[src/shared/serial_port_pkg.sv]
// Register map, field positions, reset values and rate constants of the serial port
package serial_port_pkg;

  localparam int unsigned CLK_HZ       = 20_000_000;
  localparam int unsigned ADDR_W       = 8;

  // Byte offsets of the registers on the bus
  localparam logic [7:0]  TSC_OFF      = 8'h00;
  localparam logic [7:0]  RSC_OFF      = 8'h04;
  localparam logic [7:0]  BRC_OFF      = 8'h08;
  localparam logic [7:0]  DIVL_OFF     = 8'h0C;
  localparam logic [7:0]  DIVH_OFF     = 8'h10;

  // transmit_status_control fields
  localparam int unsigned CLOCK_SOURCE_SELECT_B       = 7;
  localparam int unsigned TX9_B        = 6;
  localparam int unsigned TRANSMIT_ENABLE_BIT_B       = 5;
  localparam int unsigned SYNC_B       = 4;
  localparam int unsigned BREAK_REQUEST_B      = 3;
  localparam int unsigned HIGH_SPEED_SELECT_B       = 2;
  localparam int unsigned TRANSMIT_SHIFT_EMPTY_B       = 1;
  localparam int unsigned TRANSMIT_NINTH_BIT_B       = 0;
  localparam logic [7:0]  TSC_RST      = 8'h02;
  localparam logic [7:0]  TSC_WMASK    = 8'hFD;

  // receive_status_control fields
  localparam int unsigned PORT_ENABLE_B       = 7;
  localparam int unsigned RX9_B        = 6;
  localparam int unsigned SINGLE_RECEIVE_ENABLE_B       = 5;
  localparam int unsigned CONTINUOUS_RECEIVE_ENABLE_B       = 4;
  localparam int unsigned ADDRESS_DETECT_ENABLE_B      = 3;
  localparam int unsigned FRAMING_ERROR_FLAG_B       = 2;
  localparam int unsigned OVERRUN_ERROR_FLAG_B       = 1;
  localparam int unsigned RECEIVE_NINTH_BIT_B       = 0;
  localparam logic [7:0]  RSC_RST      = 8'h00;
  localparam logic [7:0]  RSC_WMASK    = 8'hF8;

  // baud_rate_control fields
  localparam int unsigned AUTOBAUD_ROLLOVER_FLAG_B     = 7;
  localparam int unsigned RECEIVE_IDLE_STATUS_B      = 6;
  localparam int unsigned RECEIVE_POLARITY_SELECT_B      = 5;
  localparam int unsigned TRANSMIT_CLOCK_POLARITY_SELECT_B      = 4;
  localparam int unsigned WIDE_DIVISOR_SELECT_B      = 3;
  localparam int unsigned WUE_B        = 1;
  localparam int unsigned AUTOBAUD_ENABLE_B      = 0;
  localparam logic [7:0]  BRC_RST      = 8'h40;
  localparam logic [7:0]  BRC_WMASK    = 8'hBB;

  localparam logic [7:0]  DIV_RST      = 8'h00;

  // Prescaler terminal counts: clock divided by 64, 16 or 4 before the divisor
  localparam logic [5:0]  PRESC_64     = 6'h3F;
  localparam logic [5:0]  PRESC_16     = 6'h0F;
  localparam logic [5:0]  PRESC_4      = 6'h03;

  // Rate measurement spans eight bit times of the 55h sync field
  localparam int unsigned AB_CNT_W     = 19;
  localparam int unsigned AB_SHIFT     = 3;
  localparam logic [2:0]  AB_LAST_EDGE = 3'h4;

endpackage

[src/hdl/serial_port_ctrl.sv]
// Serial port control, status, pin sampling, wake-up, rate measurement and baud generator
//
// Contract
// - Synchronous: clock source bit 1 = master drives clock, 0 = slave takes pin clock.
// - Nine-bit transmit select picks 9- or 8-bit frames; separate transmit enable bit.
// - Mode bit 1 selects synchronous operation, 0 asynchronous.
// - Async break request sends break next; hardware clears it when break is sent.
// - High-speed select matters only in async; divisor sets free-running timer period.
// - Transmit shift empty bit reads 1 when shift register empty; resets to 1.
// - Synchronous: continuous receive, or single receive in master mode, overrides transmit enable.
// - Port enable claims the pins; while 0 the port is held in reset.
// - Sync master single receive takes one character, cleared on completion.
// - Continuous receive enables receiver; in sync it overrides single receive.
// - Async 9-bit with address detect loads only characters whose bit 8 is 1.
// - Framing error flag reports bad stop bit, updated on next received character.
// - Overrun flag sets on lost data; cleared by clearing continuous receive.
// - Rate measurement rollover sets a flag; only software clears it.
// - Receive idle bit reads 0 during reception, 1 otherwise; resets to 1.
// - Async receive polarity bit inverts incoming data.
// - Polarity bit: async transmit idle low when 1; sync clock idle high when 1.
// - Wide divisor bit uses both divisor bytes; otherwise high byte ignored.
// - Async wake-up: falling receive edge signals, next rising edge clears enable.
// - Rate measurement on next 55h character, enable cleared when done; async only.
// - Writing either divisor byte restarts the baud generator at once.
// - Three-sample majority, single sample in sync or high-speed 16-bit mode.
// - Async 8-bit low speed: rate is clock over 64 times divisor plus one.
`timescale 1ns/10ps

module serial_port_ctrl
  import serial_port_pkg::*;
(
  input  wire logic                 clk,
  input  wire logic                 rstn,
  input  wire logic                 hsel,
  input  wire logic [31:0]          haddr,
  input  wire logic [1:0]           htrans,
  input  wire logic                 hwrite,
  input  wire logic [2:0]           hsize,
  input  wire logic [31:0]          hwdata,
  input  wire logic                 hready,
  output logic                      hreadyout,
  output logic                      hresp,
  output logic [31:0]               hrdata,
  input  wire logic                 tx_ck_i,
  output logic                      tx_ck_o,
  output logic                      tx_ck_oe_n,
  input  wire logic                 rx_dt_i,
  output logic                      rx_dt_o,
  output logic                      rx_dt_oe_n,
  input  wire logic                 tx_line,
  input  wire logic                 sync_dt_bit,
  input  wire logic                 shift_loaded,
  input  wire logic                 shift_done,
  input  wire logic                 break_sent,
  input  wire logic                 rx_start,
  input  wire logic                 rx_done,
  input  wire logic                 rx_bit8,
  input  wire logic                 rx_stop_ok,
  input  wire logic                 rx_lost,
  output logic                      port_active,
  output logic                      baud_tick,
  output logic                      sync_mode,
  output logic                      master_mode,
  output logic                      tx_nine_bit,
  output logic                      transmit_ninth_bit,
  output logic                      rx_nine_bit,
  output logic                      tx_active,
  output logic                      rx_active,
  output logic                      break_pending,
  output logic                      rx_data_level,
  output logic                      slave_clk_level,
  output logic                      rx_accept,
  output logic                      wake_event
);
  import serial_port_pkg::*;

  typedef enum logic [1:0] {AB_FALL, AB_RISE, AB_COUNT} ab_state_e;

  typedef struct packed {
    logic [7:0]          tsc;
    logic [7:0]          rsc;
    logic [7:0]          brc;
    logic [7:0]          div_lo;
    logic [7:0]          div_hi;
    logic [ADDR_W-1:0]   wr_addr;
    logic                wr_pend;
    logic [31:0]         rdata;
    logic                rx_s1;
    logic                rx_s2;
    logic                rx_s3;
    logic                ck_s1;
    logic                ck_s2;
    logic                ck_s3;
    logic                rx_stable;
    logic [2:0]          rx_hist;
    logic                rx_level;
    logic                rx_level_d;
    logic                ck_level;
    logic [5:0]          presc;
    logic [15:0]         baud_generator;
    logic                tick;
    logic                ck_phase;
    ab_state_e           ab_state;
    logic [AB_CNT_W-1:0] ab_cnt;
    logic [2:0]          ab_edges;
    logic                wake;
    logic                tx_ck_o;
    logic                tx_ck_oe_n;
    logic                dt_o;
    logic                dt_oe_n;
  } state_s;

  state_s state_r;
  state_s state_nxt;

  // Maps a bus offset to a register number, 0 for an unmapped offset
  function automatic logic [2:0] reg_index(input logic [ADDR_W-1:0] a);
    case (a)
      TSC_OFF:  reg_index = 3'h1;
      RSC_OFF:  reg_index = 3'h2;
      BRC_OFF:  reg_index = 3'h3;
      DIVL_OFF: reg_index = 3'h4;
      DIVH_OFF: reg_index = 3'h5;
      default:  reg_index = 3'h0;
    endcase
  endfunction

  logic        is_sync;
  logic        is_master;
  logic        wide;
  logic        rx_en_eff;
  logic        tx_en_eff;
  logic [5:0]  presc_max;
  logic [15:0] div_val;
  logic        presc_wrap;
  logic        accept;
  logic        addr_valid;
  logic        rise;
  logic        fall;
  logic        maj;
  logic        single;
  logic [15:0] ab_result;

  always_comb
  begin
    state_nxt  = state_r;
    is_sync    = state_r.tsc[SYNC_B];
    is_master  = is_sync & state_r.tsc[CLOCK_SOURCE_SELECT_B];
    wide       = state_r.brc[WIDE_DIVISOR_SELECT_B];
    rx_en_eff  = state_r.rsc[CONTINUOUS_RECEIVE_ENABLE_B] | (is_master & state_r.rsc[SINGLE_RECEIVE_ENABLE_B]);
    tx_en_eff  = state_r.tsc[TRANSMIT_ENABLE_BIT_B] & ~(is_sync & rx_en_eff);
    div_val    = wide ? {state_r.div_hi, state_r.div_lo} : {8'h00, state_r.div_lo};
    // Divisor prescale by mode; high-speed bit only counts in async
    if (!is_sync && !wide && !state_r.tsc[HIGH_SPEED_SELECT_B])
    begin
      presc_max = PRESC_64;
    end
    else if (!is_sync && (wide ^ state_r.tsc[HIGH_SPEED_SELECT_B]))
    begin
      presc_max = PRESC_16;
    end
    else
    begin
      presc_max = PRESC_4;
    end
    presc_wrap = state_r.presc == presc_max;
    accept     = rx_done & ~(~is_sync & state_r.rsc[RX9_B] &
                             state_r.rsc[ADDRESS_DETECT_ENABLE_B] & ~rx_bit8);
    addr_valid = hsel & htrans[1] & hready;
    rise       = state_r.rx_level & ~state_r.rx_level_d;
    fall       = ~state_r.rx_level & state_r.rx_level_d;
    maj        = (state_r.rx_hist[0] & state_r.rx_hist[1]) |
                 (state_r.rx_hist[1] & state_r.rx_hist[2]) |
                 (state_r.rx_hist[0] & state_r.rx_hist[2]);
    single     = is_sync | (wide & state_r.tsc[HIGH_SPEED_SELECT_B]);
    ab_result  = 16'(state_r.ab_cnt >> AB_SHIFT) - 16'h0001;

    // Pin synchronisers: a new level counts once the second and third stages agree
    state_nxt.rx_s1 = rx_dt_i;
    state_nxt.rx_s2 = state_r.rx_s1;
    state_nxt.rx_s3 = state_r.rx_s2;
    state_nxt.ck_s1 = tx_ck_i;
    state_nxt.ck_s2 = state_r.ck_s1;
    state_nxt.ck_s3 = state_r.ck_s2;
    if (state_r.rx_s2 == state_r.rx_s3)
    begin
      state_nxt.rx_stable = state_r.rx_s3;
    end
    if (state_r.ck_s2 == state_r.ck_s3)
    begin
      state_nxt.ck_level = state_r.ck_s3;
    end
    state_nxt.rx_hist    = {state_r.rx_hist[1:0], state_r.rx_stable};
    state_nxt.rx_level   = (single ? state_r.rx_stable : maj) ^
                           (~is_sync & state_r.brc[RECEIVE_POLARITY_SELECT_B]);
    state_nxt.rx_level_d = state_r.rx_level;

    // Bus: address phase captured, write lands in the data phase, read data registered early
    state_nxt.wr_pend = addr_valid & hwrite;
    if (addr_valid)
    begin
      state_nxt.wr_addr = haddr[ADDR_W-1:0];
      case (reg_index(haddr[ADDR_W-1:0]))
        3'h1:    state_nxt.rdata = {24'h000000, state_r.tsc};
        3'h2:    state_nxt.rdata = {24'h000000, state_r.rsc};
        3'h3:    state_nxt.rdata = {24'h000000, state_r.brc};
        3'h4:    state_nxt.rdata = {24'h000000, state_r.div_lo};
        3'h5:    state_nxt.rdata = {24'h000000, state_r.div_hi};
        default: state_nxt.rdata = 32'h00000000;
      endcase
    end

    // Baud generator: prescaler then divisor down-counter
    state_nxt.tick = 1'b0;
    if (presc_wrap)
    begin
      state_nxt.presc = 6'h00;
      if (state_r.baud_generator == 16'h0000)
      begin
        state_nxt.baud_generator  = div_val;
        state_nxt.tick = 1'b1;
      end
      else
      begin
        state_nxt.baud_generator = state_r.baud_generator - 16'h0001;
      end
    end
    else
    begin
      state_nxt.presc = state_r.presc + 6'h01;
    end

    if (state_r.wr_pend)
    begin
      case (reg_index(state_r.wr_addr))
        3'h1:
        begin
          state_nxt.tsc = (hwdata[7:0] & TSC_WMASK) | (state_r.tsc & ~TSC_WMASK);
        end
        3'h2:
        begin
          state_nxt.rsc = (hwdata[7:0] & RSC_WMASK) | (state_r.rsc & ~RSC_WMASK);
        end
        3'h3:
        begin
          state_nxt.brc = (hwdata[7:0] & BRC_WMASK) | (state_r.brc & ~BRC_WMASK);
        end
        3'h4, 3'h5:
        begin
          if (reg_index(state_r.wr_addr) == 3'h4)
          begin
            state_nxt.div_lo = hwdata[7:0];
          end
          else
          begin
            state_nxt.div_hi = hwdata[7:0];
          end
          state_nxt.presc = 6'h00;
          state_nxt.baud_generator   = 16'h0000;
          state_nxt.tick  = 1'b0;
        end
        default:
        begin
          state_nxt.rdata = state_r.rdata;
        end
      endcase
    end

    // Hardware updates follow the software write so that a hardware update wins over a write in the same cycle
    state_nxt.wake = 1'b0;
    if (shift_loaded)
    begin
      state_nxt.tsc[TRANSMIT_SHIFT_EMPTY_B] = 1'b0;
    end
    if (shift_done)
    begin
      state_nxt.tsc[TRANSMIT_SHIFT_EMPTY_B] = 1'b1;
    end
    if (break_sent && !is_sync)
    begin
      state_nxt.tsc[BREAK_REQUEST_B] = 1'b0;
    end
    if (rx_start)
    begin
      state_nxt.brc[RECEIVE_IDLE_STATUS_B] = 1'b0;
    end
    if (rx_done)
    begin
      state_nxt.brc[RECEIVE_IDLE_STATUS_B] = 1'b1;
      if (is_master && !state_r.rsc[CONTINUOUS_RECEIVE_ENABLE_B])
      begin
        state_nxt.rsc[SINGLE_RECEIVE_ENABLE_B] = 1'b0;
      end
    end
    if (accept)
    begin
      state_nxt.rsc[RECEIVE_NINTH_BIT_B] = rx_bit8;
      state_nxt.rsc[FRAMING_ERROR_FLAG_B] = ~rx_stop_ok;
    end
    if (!state_nxt.rsc[CONTINUOUS_RECEIVE_ENABLE_B])
    begin
      state_nxt.rsc[OVERRUN_ERROR_FLAG_B] = 1'b0;
    end
    if (rx_lost)
    begin
      state_nxt.rsc[OVERRUN_ERROR_FLAG_B] = 1'b1;
    end

    // Wake-up watch on the receive line
    if (!is_sync && state_r.brc[WUE_B])
    begin
      if (fall)
      begin
        state_nxt.wake = 1'b1;
      end
      if (rise)
      begin
        state_nxt.brc[WUE_B] = 1'b0;
      end
    end

    // Rate measurement: first rising edge of 55h to the fifth spans eight bits
    if (is_sync || !state_r.brc[AUTOBAUD_ENABLE_B])
    begin
      state_nxt.ab_state = AB_FALL;
    end
    else
    begin
      case (state_r.ab_state)
        AB_FALL:
        begin
          if (fall)
          begin
            state_nxt.ab_state = AB_RISE;
          end
        end
        AB_RISE:
        begin
          if (rise)
          begin
            state_nxt.ab_state = AB_COUNT;
            state_nxt.ab_cnt   = '0;
            state_nxt.ab_edges = 3'h0;
          end
        end
        AB_COUNT:
        begin
          if (presc_wrap)
          begin
            state_nxt.ab_cnt = state_r.ab_cnt + AB_CNT_W'(1);
          end
          if (rise)
          begin
            state_nxt.ab_edges = state_r.ab_edges + 3'h1;
          end
          if (&state_r.ab_cnt)
          begin
            state_nxt.brc[AUTOBAUD_ROLLOVER_FLAG_B] = 1'b1;
            state_nxt.brc[AUTOBAUD_ENABLE_B]  = 1'b0;
            state_nxt.ab_state      = AB_FALL;
          end
          else if (rise && state_r.ab_edges == AB_LAST_EDGE - 3'h1)
          begin
            state_nxt.div_lo        = ab_result[7:0];
            state_nxt.div_hi        = ab_result[15:8];
            state_nxt.brc[AUTOBAUD_ENABLE_B]  = 1'b0;
            state_nxt.ab_state      = AB_FALL;
            state_nxt.presc         = 6'h00;
            state_nxt.baud_generator           = 16'h0000;
          end
        end
        default:
        begin
          state_nxt.ab_state = AB_FALL;
        end
      endcase
    end

    // Master clock toggles on each baud tick while a transfer is enabled
    if (is_master && (tx_en_eff || rx_en_eff))
    begin
      if (state_r.tick)
      begin
        state_nxt.ck_phase = ~state_r.ck_phase;
      end
    end
    else
    begin
      state_nxt.ck_phase = 1'b0;
    end

    // Pin drivers; enables are low while the pin is driven
    if (!state_r.rsc[PORT_ENABLE_B])
    begin
      state_nxt.tx_ck_oe_n = 1'b1;
      state_nxt.dt_oe_n    = 1'b1;
    end
    else if (!is_sync)
    begin
      state_nxt.tx_ck_o    = tx_line ^ state_r.brc[TRANSMIT_CLOCK_POLARITY_SELECT_B];
      state_nxt.tx_ck_oe_n = 1'b0;
      state_nxt.dt_oe_n    = 1'b1;
    end
    else
    begin
      state_nxt.tx_ck_o    = state_r.ck_phase ^ state_r.brc[TRANSMIT_CLOCK_POLARITY_SELECT_B];
      state_nxt.tx_ck_oe_n = ~is_master;
      state_nxt.dt_o       = sync_dt_bit;
      state_nxt.dt_oe_n    = ~tx_en_eff;
    end

    // A disabled port keeps control bits but resets error, idle and shift-empty flags, baud generator, rate measurement, master clock and wake pulse
    if (!state_r.rsc[PORT_ENABLE_B])
    begin
      state_nxt.tsc[TRANSMIT_SHIFT_EMPTY_B]   = 1'b1;
      state_nxt.rsc[FRAMING_ERROR_FLAG_B]   = 1'b0;
      state_nxt.rsc[OVERRUN_ERROR_FLAG_B]   = 1'b0;
      state_nxt.brc[RECEIVE_IDLE_STATUS_B]  = 1'b1;
      state_nxt.presc         = 6'h00;
      state_nxt.baud_generator           = 16'h0000;
      state_nxt.tick          = 1'b0;
      state_nxt.ab_state      = AB_FALL;
      state_nxt.ck_phase      = 1'b0;
      state_nxt.wake          = 1'b0;
    end
  end

  always_ff @(posedge clk or negedge rstn)
  begin
    if (!rstn)
    begin
      state_r            <= '0;
      state_r.tsc        <= TSC_RST;
      state_r.rsc        <= RSC_RST;
      state_r.brc        <= BRC_RST;
      state_r.div_lo     <= DIV_RST;
      state_r.div_hi     <= DIV_RST;
      state_r.rx_s1      <= 1'b1;
      state_r.rx_s2      <= 1'b1;
      state_r.rx_s3      <= 1'b1;
      state_r.rx_stable  <= 1'b1;
      state_r.rx_hist    <= 3'h7;
      state_r.rx_level   <= 1'b1;
      state_r.rx_level_d <= 1'b1;
      state_r.ab_state   <= AB_FALL;
      state_r.tx_ck_o    <= 1'b1;
      state_r.tx_ck_oe_n <= 1'b1;
      state_r.dt_oe_n    <= 1'b1;
    end
    else
    begin
      state_r <= state_nxt;
    end
  end

  assign hreadyout          = 1'b1;
  assign hresp              = 1'b0;
  assign hrdata             = state_r.rdata;
  assign tx_ck_o            = state_r.tx_ck_o;
  assign tx_ck_oe_n         = state_r.tx_ck_oe_n;
  assign rx_dt_o            = state_r.dt_o;
  assign rx_dt_oe_n         = state_r.dt_oe_n;
  assign port_active        = state_r.rsc[PORT_ENABLE_B];
  assign baud_tick          = state_r.tick;
  assign sync_mode          = is_sync;
  assign master_mode        = is_master;
  assign tx_nine_bit        = state_r.tsc[TX9_B];
  assign transmit_ninth_bit = state_r.tsc[TRANSMIT_NINTH_BIT_B];
  assign rx_nine_bit        = state_r.rsc[RX9_B];
  assign tx_active          = state_r.rsc[PORT_ENABLE_B] & tx_en_eff;
  assign rx_active          = state_r.rsc[PORT_ENABLE_B] & rx_en_eff;
  assign break_pending      = ~is_sync & state_r.tsc[BREAK_REQUEST_B];
  assign rx_data_level      = state_r.rx_level;
  assign slave_clk_level    = state_r.ck_level;
  assign rx_accept          = state_r.rsc[PORT_ENABLE_B] & accept;
  assign wake_event         = state_r.wake;

endmodule // serial_port_ctrl

[config.mk]
export PLATFORM = sky130hd
export DESIGN_NAME = serial_port_ctrl
export DESIGN_NICKNAME = d
export VERILOG_FILES = /design/src/shared/serial_port_pkg.sv /design/src/hdl/serial_port_ctrl.sv
export SDC_FILE = /design/constraint.sdc
export NUM_CORES = 1
export LEC_CHECK = 0
export BUFFER_PORTS_ARGS = -buffer_cell sky130_fd_sc_hd__buf_2
export CAP_MARGIN = 40
export CORE_MARGIN = 1
export CORE_UTILIZATION = 55
export CTS_CLUSTER_DIAMETER = 150
export DETAILED_ROUTE_END_ITERATION = 7
export PLACE_DENSITY = 0.81
export SLEW_MARGIN = 20
export SYNTH_ARGS = -nofsm -noshare
export SYNTH_HDL_FRONTEND = slang
export SYNTH_SLANG_ARGS = --single-unit
[constraint.sdc]
create_clock -name clk -period 3.7 [get_ports clk]
set_input_delay 0.74 -clock clk [delete_from_list [all_inputs] [get_ports clk]]
set_output_delay 0.74 -clock clk [all_outputs]
set_load 0.02 [all_outputs]
# Yosys cells after proc, flatten, opt, wreduce, memory -nomap -nowiden
# Cells that the tools add are included.
[op_classes]
n_addsub = 5
n_eq_ne = 41
n_mux = 74
n_bitwise = 44
n_reduce_logical = 40
[op_table]
columns = ["operator", "n"]
rows = [
  ["32-bit 2-to-1 mux", 3],
  ["22-bit 2-to-1 mux", 4],
  ["17-bit 2-to-1 mux", 4],
  ["16-bit 2-to-1 mux", 4],
  ["23-bit 2-to-1 mux", 2],
  ["22-bit case mux with 2 select lines", 1],
  ["8-bit case mux with 5 select lines", 1],
  ["36-bit 2-to-1 mux", 1],
  ["8-bit by 4-bit == test with 1-bit output, second input constant", 4],
  ["8-bit 2-to-1 mux", 4],
  ["16-bit by 1-bit subtractor with 16-bit output, second input constant", 2],
  ["3-bit case mux with 5 select lines", 2],
  ["1-bit 2-to-1 mux", 29],
  ["26-bit 2-to-1 mux", 1],
  ["24-bit 2-to-1 mux", 1],
  ["1-bit AND", 22],
  ["4-bit inequality test, second input constant", 5],
  ["2-bit AND reduction", 10],
  ["19-bit by 1-bit adder with 19-bit output, second input constant", 1],
  ["19-bit 2-to-1 mux", 1],
  ["19-bit AND reduction", 1],
  ["8-bit by 3-bit == test with 1-bit output, second input constant", 2],
  ["8-bit by 5-bit == test with 1-bit output, second input constant", 2],
  ["16-bit logical NOT", 1],
  ["other kinds (36)", 96],
]
[totals]
regBits = 147
input_bits = 86
out_inout_bits = 52
elab_cells = 243

# Logic depth before layout (Yosys ltp)
# Gate-level depths: netlist of the first run.
[depth]
ltp_word = 15
mapped_depth = 10

# Worst setup path after synthesis of the first run
# OpenSTA, ideal clock, no wires.
[synth_timing]
path_kind = "reg-to-output"
start = "register state_r (netlist bit sync_mode)"
end = "output rx_active"
arrival_time_ps = 1637
setup_slack_ps = 1323
path_stages_with_launch = 5
n_path_buf = 1
path_cell_list = "dfrtp_1 -> clkbuf_1 -> and2_1 -> nand2_1 -> a21oi_1"
[synth_between]
elab_chain_cells = 4
[synth_lines]
columns = ["item", "line_no", "source"]
rows = [
  ["start, declared", "serial_port_ctrl.sv:113", "state_s state_r;"],
  ["start signal, assigned", "serial_port_ctrl.sv:452", "state_r <= state_nxt;"],
  ["1-bit AND", "serial_port_ctrl.sv:148", "is_master = is_sync & state_r.tsc[CLOCK_SOURCE_SELECT_B];"],
  ["via master_mode", "serial_port_ctrl.sv:63", "output logic master_mode,"],
  ["1-bit AND", "serial_port_ctrl.sv:150", "rx_en_eff = state_r.rsc[CONTINUOUS_RECEIVE_ENABLE_B] | (is_master & state_r.rsc[SINGLE_RECEIVE_ENABLE_B]);"],
  ["1-bit OR", "serial_port_ctrl.sv:150", ""],
  ["1-bit AND", "serial_port_ctrl.sv:471", "assign rx_active = state_r.rsc[PORT_ENABLE_B] & rx_en_eff;"],
  ["end, declared", "serial_port_ctrl.sv:68", "output logic rx_active,"],
]
# The timed path passes the listed nets, and every way through them passes these cells.

==> results of run 1 <==
-- layout make-up --
class	instances	area, um2	share of cell area, %
clock inverter	7	160	2.01
clock buffer	25	505	6.35
sequential	122	3070	38.5
multi-input combinational	525	3560	44.7
inverter	17	63.8	0.801
timing repair buffer	69	393	4.93
tap	168	210	2.64
-- critical path, cell delays in order, from the launching register on --
cell and delay, ns:
dfrtp_1 0.48, ha_1 0.35, nor2b_1 0.16, o32ai_4 0.53, and2_1 0.35, buf_4 0.33
a21oi_1 0.13, a311oi_1 0.30
-- power by group --
part           switching, mW  total (mW)  internal [mW]
Clock                  0.581        1.86           1.28
Combinational          0.441       0.703          0.262
Sequential            0.0914        1.52           1.43
Total                   1.11        4.09           2.98
-- worst max-delay path by stage --
stage	startpoint	endpoint	slack, ns	depth (start not counted)
finish	state_r[126]	state_r[31]	0.94	7
global route	state_r[126]	state_r[31]	0.84	7
CTS	state_r[8]	state_r[31]	0.85	7
detailed placement	state_r[8]	state_r[34]	0.93	7
global placement	state_r[8]	state_r[31]	1.00	7
floorplan	sync_mode	rx_active	1.32	4
-- Yosys cell counts (3+ instances only) --
cell	number
dfrtp_1	108
nand2_1	58
a21oi_1	41
nor2_1	36
o21ai_0	35
buf_4	34
mux2i_1	34
mux2_2	33
nand3_1	26
nor3_1	22
clkbuf_1	19
inv_1	17
o211ai_1	15
dfstp_2	14
ha_1	12
and3_1	11
buf_2	11
or4_1	11
xnor2_1	11
a22o_1	9
nor4_1	9
o31ai_1	9
nand4_1	8
xor2_1	8
a222oi_1	7
and4_1	7
a31oi_1	6
nand2b_1	6
nor2b_1	6
or3_1	6
nand3b_1	5
nor3b_1	5
a211oi_1	4
and3b_1	4
buf_1	4
a21o_1	3
and2_1	3
-- metal layers --
| metal | global-route usage, % | up-vias | part of all wire [%] |
|---|---|---|---|
| li1 | - | 2646 | - |
| met2 | 45.1 | 265 | 49 |
| met4 | 10.7 | 0 | 2.1 |
| met1 | 36.6 | 2840 | 42 |
| met3 | 7.38 | 28 | 7.0 |
| met5 | 0 | - | 0 |
-- cells in the final DEF (no fill, tap or decap), types with 4 or more instances in the layout --
cell       netlist  layout
inv_1           17      17
a31oi_1          6       6
nor2b_1          6       6
o211ai_1        15      15
mux2i_1         34      34
conb_1           2      26
nand2b_1         6       6
a222oi_1         7       7
dfrtp_1        108     108
nand2_1         58      58
mux2_2          33      33
o21ai_0         35      35
xor2_1           8       8
or3_1            6       6
dfstp_2         14      14
xnor2_1         11      11
and3b_1          4       4
nor4_1           9       9
a21oi_1         41      41
nand4_1          8       8
clkbuf_8         0       5
and3_1          11      11
nand3b_1         5       5
and4_1           7       7
a211oi_1         4       4
nand3_1         26      26
nor2_1          36      36
o31ai_1          9       9
buf_4           34       9
nor3_1          22      22
a22o_1           9       9
clkbuf_16        0      17
or4_1           11      11
nor3b_1          5       5
bufinv_16        0       5
buf_2           11      58
ha_1            12      12
-- logic make-up (layout without fill, tap and decap cells) --
logic type,Yosys count,after routing,synth area share [%]
other,2,26,0.107
buffers and inverters,87,118,6.88
AOI/OAI and AO/OA,155,155,14.7
adders and majority gates,14,14,2.42
muxes,68,68,10.5
DFF,122,122,43.7
and+or+nand+nor,243,243,19.3
xor gates and xnor gates,19,19,2.37
==> results by group, run 1 <==
Critical path
  – Worst R2R End: state_r[31]
  – CP Max Fanout: 26
  – CP arrival: 3.05 ns
  – Reg2Reg Depth: 7
  – WP data required: 4.00 ns
  – Reg2reg setup slack: 0.94 ns
  – Startpoint class of the critical path: register
  – Critical path endpoint category: register
  – Setup Crit Path Kind: register to register
  – R2R Path Start: state_r[126]

Timing
  – Final Hold Fails: 0
  – Final worst path period share: 74.5%
  – Pins Over Slew Limit: 0
  – Fmax: about 0.36 GHz
  – Slew @ Worst Pin: 0.831 ns
  – Final setup margin: 0.944 ns
  – RSZ-0062 raised after global routing: no
  – Worst slew margin: 44.5%
  – Setup tns final: 0 ns
  – Clock Skew: between 0.01 and 0.015 ns
  – Final setup violating endpoints: 0
  – Final min period: 2.76 ns
  – Worst hold slack: 0.354 ns

Power
  – PwrDens: about 500 mW/mm2
  – Peak supply drop: 0.333 mV
  – Static Leakage: 3.63 nW
  – Total Power: 4.09 mW

Global routing
  – Vias in the first global route: between 5000 and 6000
  – Wire length of the first global-routing pass: 28.4 mm
  – Antenna violations before repair: 0
  – Largest net degree at the start of global routing: 57
  – Total grt overflow: 0
  – Total track usage: 28.1%

Detailed routing
  – Detailed-route DRC error count: 2
  – Antenna Violating Nets Remaining: 0
  – Drt pass-1 iters: 8
  – Via/cell ratio: 6.19
  – Routed WL: between 15 and 20 mm
  – WL/cell: 18.9 um
  – 1st-iter DRT viols: 512
  – Via count: 5779

Die
  – Die Span Y: around 110 um
  – Die ar.: between 0.01 and 0.015 mm2
  – Die width: 115 um
  – Initial core utilization: around 57%
  – Core ar.: 0.0122 mm2
  – Rows: 40
  – # IOs: between 100 and 150

Clock tree
  – Clk_lat worst skew: 0.42 ns
  – Clk root buf: clkbuf_16
  – Post-CTS sizing: 0
  – CTS tree: yes
  – CTS Buf Count: 17
  – Clk sink count: 122
  – Clock transition at the registers of the reported paths: approximately 0.05 ns
  – Post-CTS setup buffers: 0
  – Cts hold-fix bufs: 0
  – Number of H-tree levels: 4
  – Max Buffers Root-to-Sink: 2

Job
  – MaxCap Viol Count: 0

Placed design
  – Pre-CTS setup slack: 0.926 ns
  – IO Port Bufs: 59
  – Post-Place Cells: 900
  – RD Place Congestion: 0.882
  – Dpl hpwl: around 12 mm
  – Placed Area: 0.00728 mm2

Layout
  – Largest register FFs: between 90 and 100
  – Fin cells: 933
  – Largest reg by FF count: state_r
  – Layout cells sized above 1: 21.3%
  – Fillers: 931
  – Final nets: 850
  – Final Util: 65.2%
  – Ant. Diodes: 0
  – Fin area: 0.00797 mm2
  – Layout area overhead: 13.4%

Synth
  – Post-synth EDFFs: 0
  – Ys Warns: 0
  – Synthesized area: 0.00702 mm2
  – Register area share after synthesis: between 40% and 50%
  – Synth Register Bits: 122
  – Fraction of registers with async set/reset: 100%
  – Mapped Cells: 710
  – Syn_area_per_cell: between 9 and 10 um2
  – Post-synth top area share: 38.5%
  – Cell taking the most area after synthesis: dfrtp_1
  – Synth Flop Type: dfrtp_1
  – Library cells used by synthesis: 75
  – Top cells by area, synth: dfrtp_1 38%, mux2_2 5.3%, dfstp_2 5.2%

Worst hold path
  – Hold_sp: state_nxt[64]
  – Worst hold path type: register to register
  – End of the worst hold path: state_nxt[63]
  – WHS Path Cells: 0

Run status
  – Failing checks: DRC
  – Status: finished with violations
Note: power is estimated with default switching activity, not from simulation.
==> run 2, diff against run 1 <==
clock period = 2.8 ns   (was 3.7 ns; I/O delays follow)
==> run 2 against run 1 <==
  * The run now ends clean
  * Combinational power is 38% higher
  * Setup slack worse by 0.67 ns
  * Sequential share of layout area grew 0.091 points
  * Highest routed layer unchanged
==> results by group, run 2 (same netlist as run 1, synthesis figures left out) <==
Critical path
  – CP arrival: 2.84 ns (-0.21 ns)
  – WP data required: 3.11 ns (-0.89 ns)
  – Worst Path Buf+Inv: 1 (unchanged)
  – Critical path cell sequence: ha_1 > nor2b_1 > o32ai_4 > and2_1 > buf_12 > a21oi_1 > a311oi_1
  – Crit path depth: 7 (unchanged)
  – CP Max Fanout: 26 (unchanged)
  – R2R Path Start: state_r[141]
  – Worst path slowest cell: o32ai_4
  – Reg2Reg Depth: 7 (unchanged)
  – Cell family with most CP delay: compound AO/OA/AOI/OAI gates
  – Critical path endpoint category: register
  – Startpoint class of the critical path: register
  – Reg2reg setup slack: 0.27 ns (-0.67 ns)
  – Crit-path max cell delay: 0.49 ns (-0.04 ns)
  – Setup Crit Path Kind: register to register
  – Worst R2R End: state_r[31]

Timing
  – Slew @ Worst Pin: 0.695 ns (-0.136 ns)
  – Setup tns final: 0 ns (unchanged)
  – RSZ-0062 raised after global routing: no
  – Final min period: 2.53 ns (-0.227 ns)
  – Final setup margin: 0.272 ns (-0.673 ns)
  – Fmax: 0.396 GHz (+9.0%)
  – Final Hold Fails: 0 (unchanged)
  – Final setup violating endpoints: 0 (unchanged)
  – Pins Over Slew Limit: 0 (unchanged)
  – Worst slew margin: 53.3% (+8.8 points)
  – Clock Skew: 0.00686 ns (-0.00407 ns)
  – Final worst path period share: 90.3% (+16 points)
  – Worst hold slack: 0.105 ns (-0.249 ns)

Clock tree
  – CTS tree: yes
  – Cts hold-fix bufs: 0 (unchanged)
  – Post-CTS setup buffers: 0 (unchanged)
  – Number of H-tree levels: 4 (unchanged)
  – Max Buffers Root-to-Sink: 2 (unchanged)
  – CTS Buf Count: 17 (unchanged)
  – Clk root buf: clkbuf_16
  – Clock transition at the registers of the reported paths: 0.05 ns (about the same)
  – Clk_lat worst skew: 0.42 ns (about the same)
  – Post-CTS sizing: 0 (unchanged)
  – Clk sink count: 122 (unchanged)

Global routing
  – Total grt overflow: 0 (unchanged)
  – Antenna violations before repair: 0 (unchanged)
  – Vias in the first global route: 5540 (-0.70%)
  – Largest net degree at the start of global routing: 79 (+39%)
  – Total track usage: 28.2% (+0.043 points)
  – Wire length of the first global-routing pass: 28.3 mm (-0.49%)

Layout
  – Largest reg by FF count: state_r
  – Largest register FFs: 94 (unchanged)
  – Final Util: 65.1% (-0.15 points)
  – Most common cell after layout, fill and taps aside: dfrtp_1
  – Fillers: 938 (+0.75%)
  – Layout cells sized above 1: 22.4% (+1.1 points)
  – Most frequent cells in the layout: 108 x dfrtp_1, 58 x nand2_1, 58 x buf_2, 41 x a21oi_1, 36 x nor2_1
  – Final nets: 861 (+1.3%)
  – Layout area overhead: 13.2%
  – Ant. Diodes: 0 (unchanged)

Power
  – PwrDens: 637 mW/mm2 (+24%)
  – Peak supply drop: 0.398 mV (+19%)
  – Static Leakage: 3.63 nW (about the same)

Detailed routing
  – Routed WL: 17.7 mm (+0.15%)
  – 1st-iter DRT viols: 635 (+24%)
  – Detailed-route DRC error count: 0 (-2)
  – Via/cell ratio: 6.21 (+0.20%)
  – Antenna Violating Nets Remaining: 0 (unchanged)
  – Drt pass-1 iters: 5 (-3)
  – WL/cell: 18.7 um (-1.0%)
  – Via count: 5859 (+1.4%)

Placed design
  – RD Place Congestion: 0.928 (+5.2%)
  – IO Port Bufs: 59 (unchanged)
  – Pre-CTS setup slack: 0.328 ns (-0.599 ns)
  – Dpl hpwl: 12.4 mm (+1.4%)

Run status
  – Status: complete, no violations

Die
  – Die Span Y: 115 um (unchanged)
  – Core ar.: 0.0122 mm2 (unchanged)
  – Die width: 115 um (unchanged)
  – # IOs: 138 (unchanged)
  – Initial core utilization: 57.5% (unchanged)
  – Die ar.: 0.0132 mm2 (unchanged)
  – Rows: 40 (unchanged)

Worst hold path
  – Worst hold path type: primary input to async pin

Job
  – MaxCap Viol Count: 0 (unchanged)
## run 2: cell types whose count changed in the layout (fill, tap and decap cells not counted), sizes merged
cell	previous run	this run
clkbuf	25	24
clkinvlp	0	1
bufinv	5	1
buf	69	80
clkinv	2	6
## run 2: through the flow
step / instances / area (um2) / power (mW)
after global placement: 912 / 7390 / 2.95
final: 944 / 7950 / 5.06
after detailed placement: 912 / 7390 / 2.99
after CTS: 944 / 7950 / 5.06
after floorplan: 734 / 7110 / 2.70
after global routing: 944 / 7950 / 5.26
## run 2: worst register-to-register path, stage by stage (launching register included)
cell      delay, ns
dfrtp_1        0.46
ha_1           0.32
nor2b_1        0.16
o32ai_4        0.49
and2_1         0.41
buf_12         0.22
a21oi_1        0.09
a311oi_1       0.28
## run 2: worst max-delay path by stage
stage / start / endpoint / slack, ns
global placement: state_r[141] / state_r[12] / 0.41
global route: state_r[141] / state_r[12] / 0.12
floorplan: sync_mode / rx_active / 0.60
finish: state_r[141] / state_r[31] / 0.27
detailed placement: state_r[141] / state_r[12] / 0.33
CTS: state_r[141] / state_r[12] / 0.30
## run 2: layout make-up
cell class	instances	area (um2)	share of cell area (%)
Clock inverter	8	67.6	0.850
Inverter	17	63.8	0.803
Multi-Input combinational cell	525	3560	44.8
Tap cell	168	210	2.65
Clock buffer	24	492	6.19
Timing Repair Buffer	80	480	6.05
Sequential cell	122	3070	38.6
## run 2: power by group
| group | switching, mW | internal [mW] |
|---|---|---|
| clock network | 0.770 | 1.30 |
| registers | 0.125 | 1.89 |
| logic | 0.580 | 0.390 |
## run 2: routing by layer
metal | track usage (%) | part of all wire, % | up-vias
met3 | 8.22 | 7.5 | 38
met4 | 11.1 | 2.3 | 0
met2 | 44.6 | 49 | 268
met1 | 36.5 | 41 | 2887
met5 | 0 | 0 | -
li1 | - | - | 2666
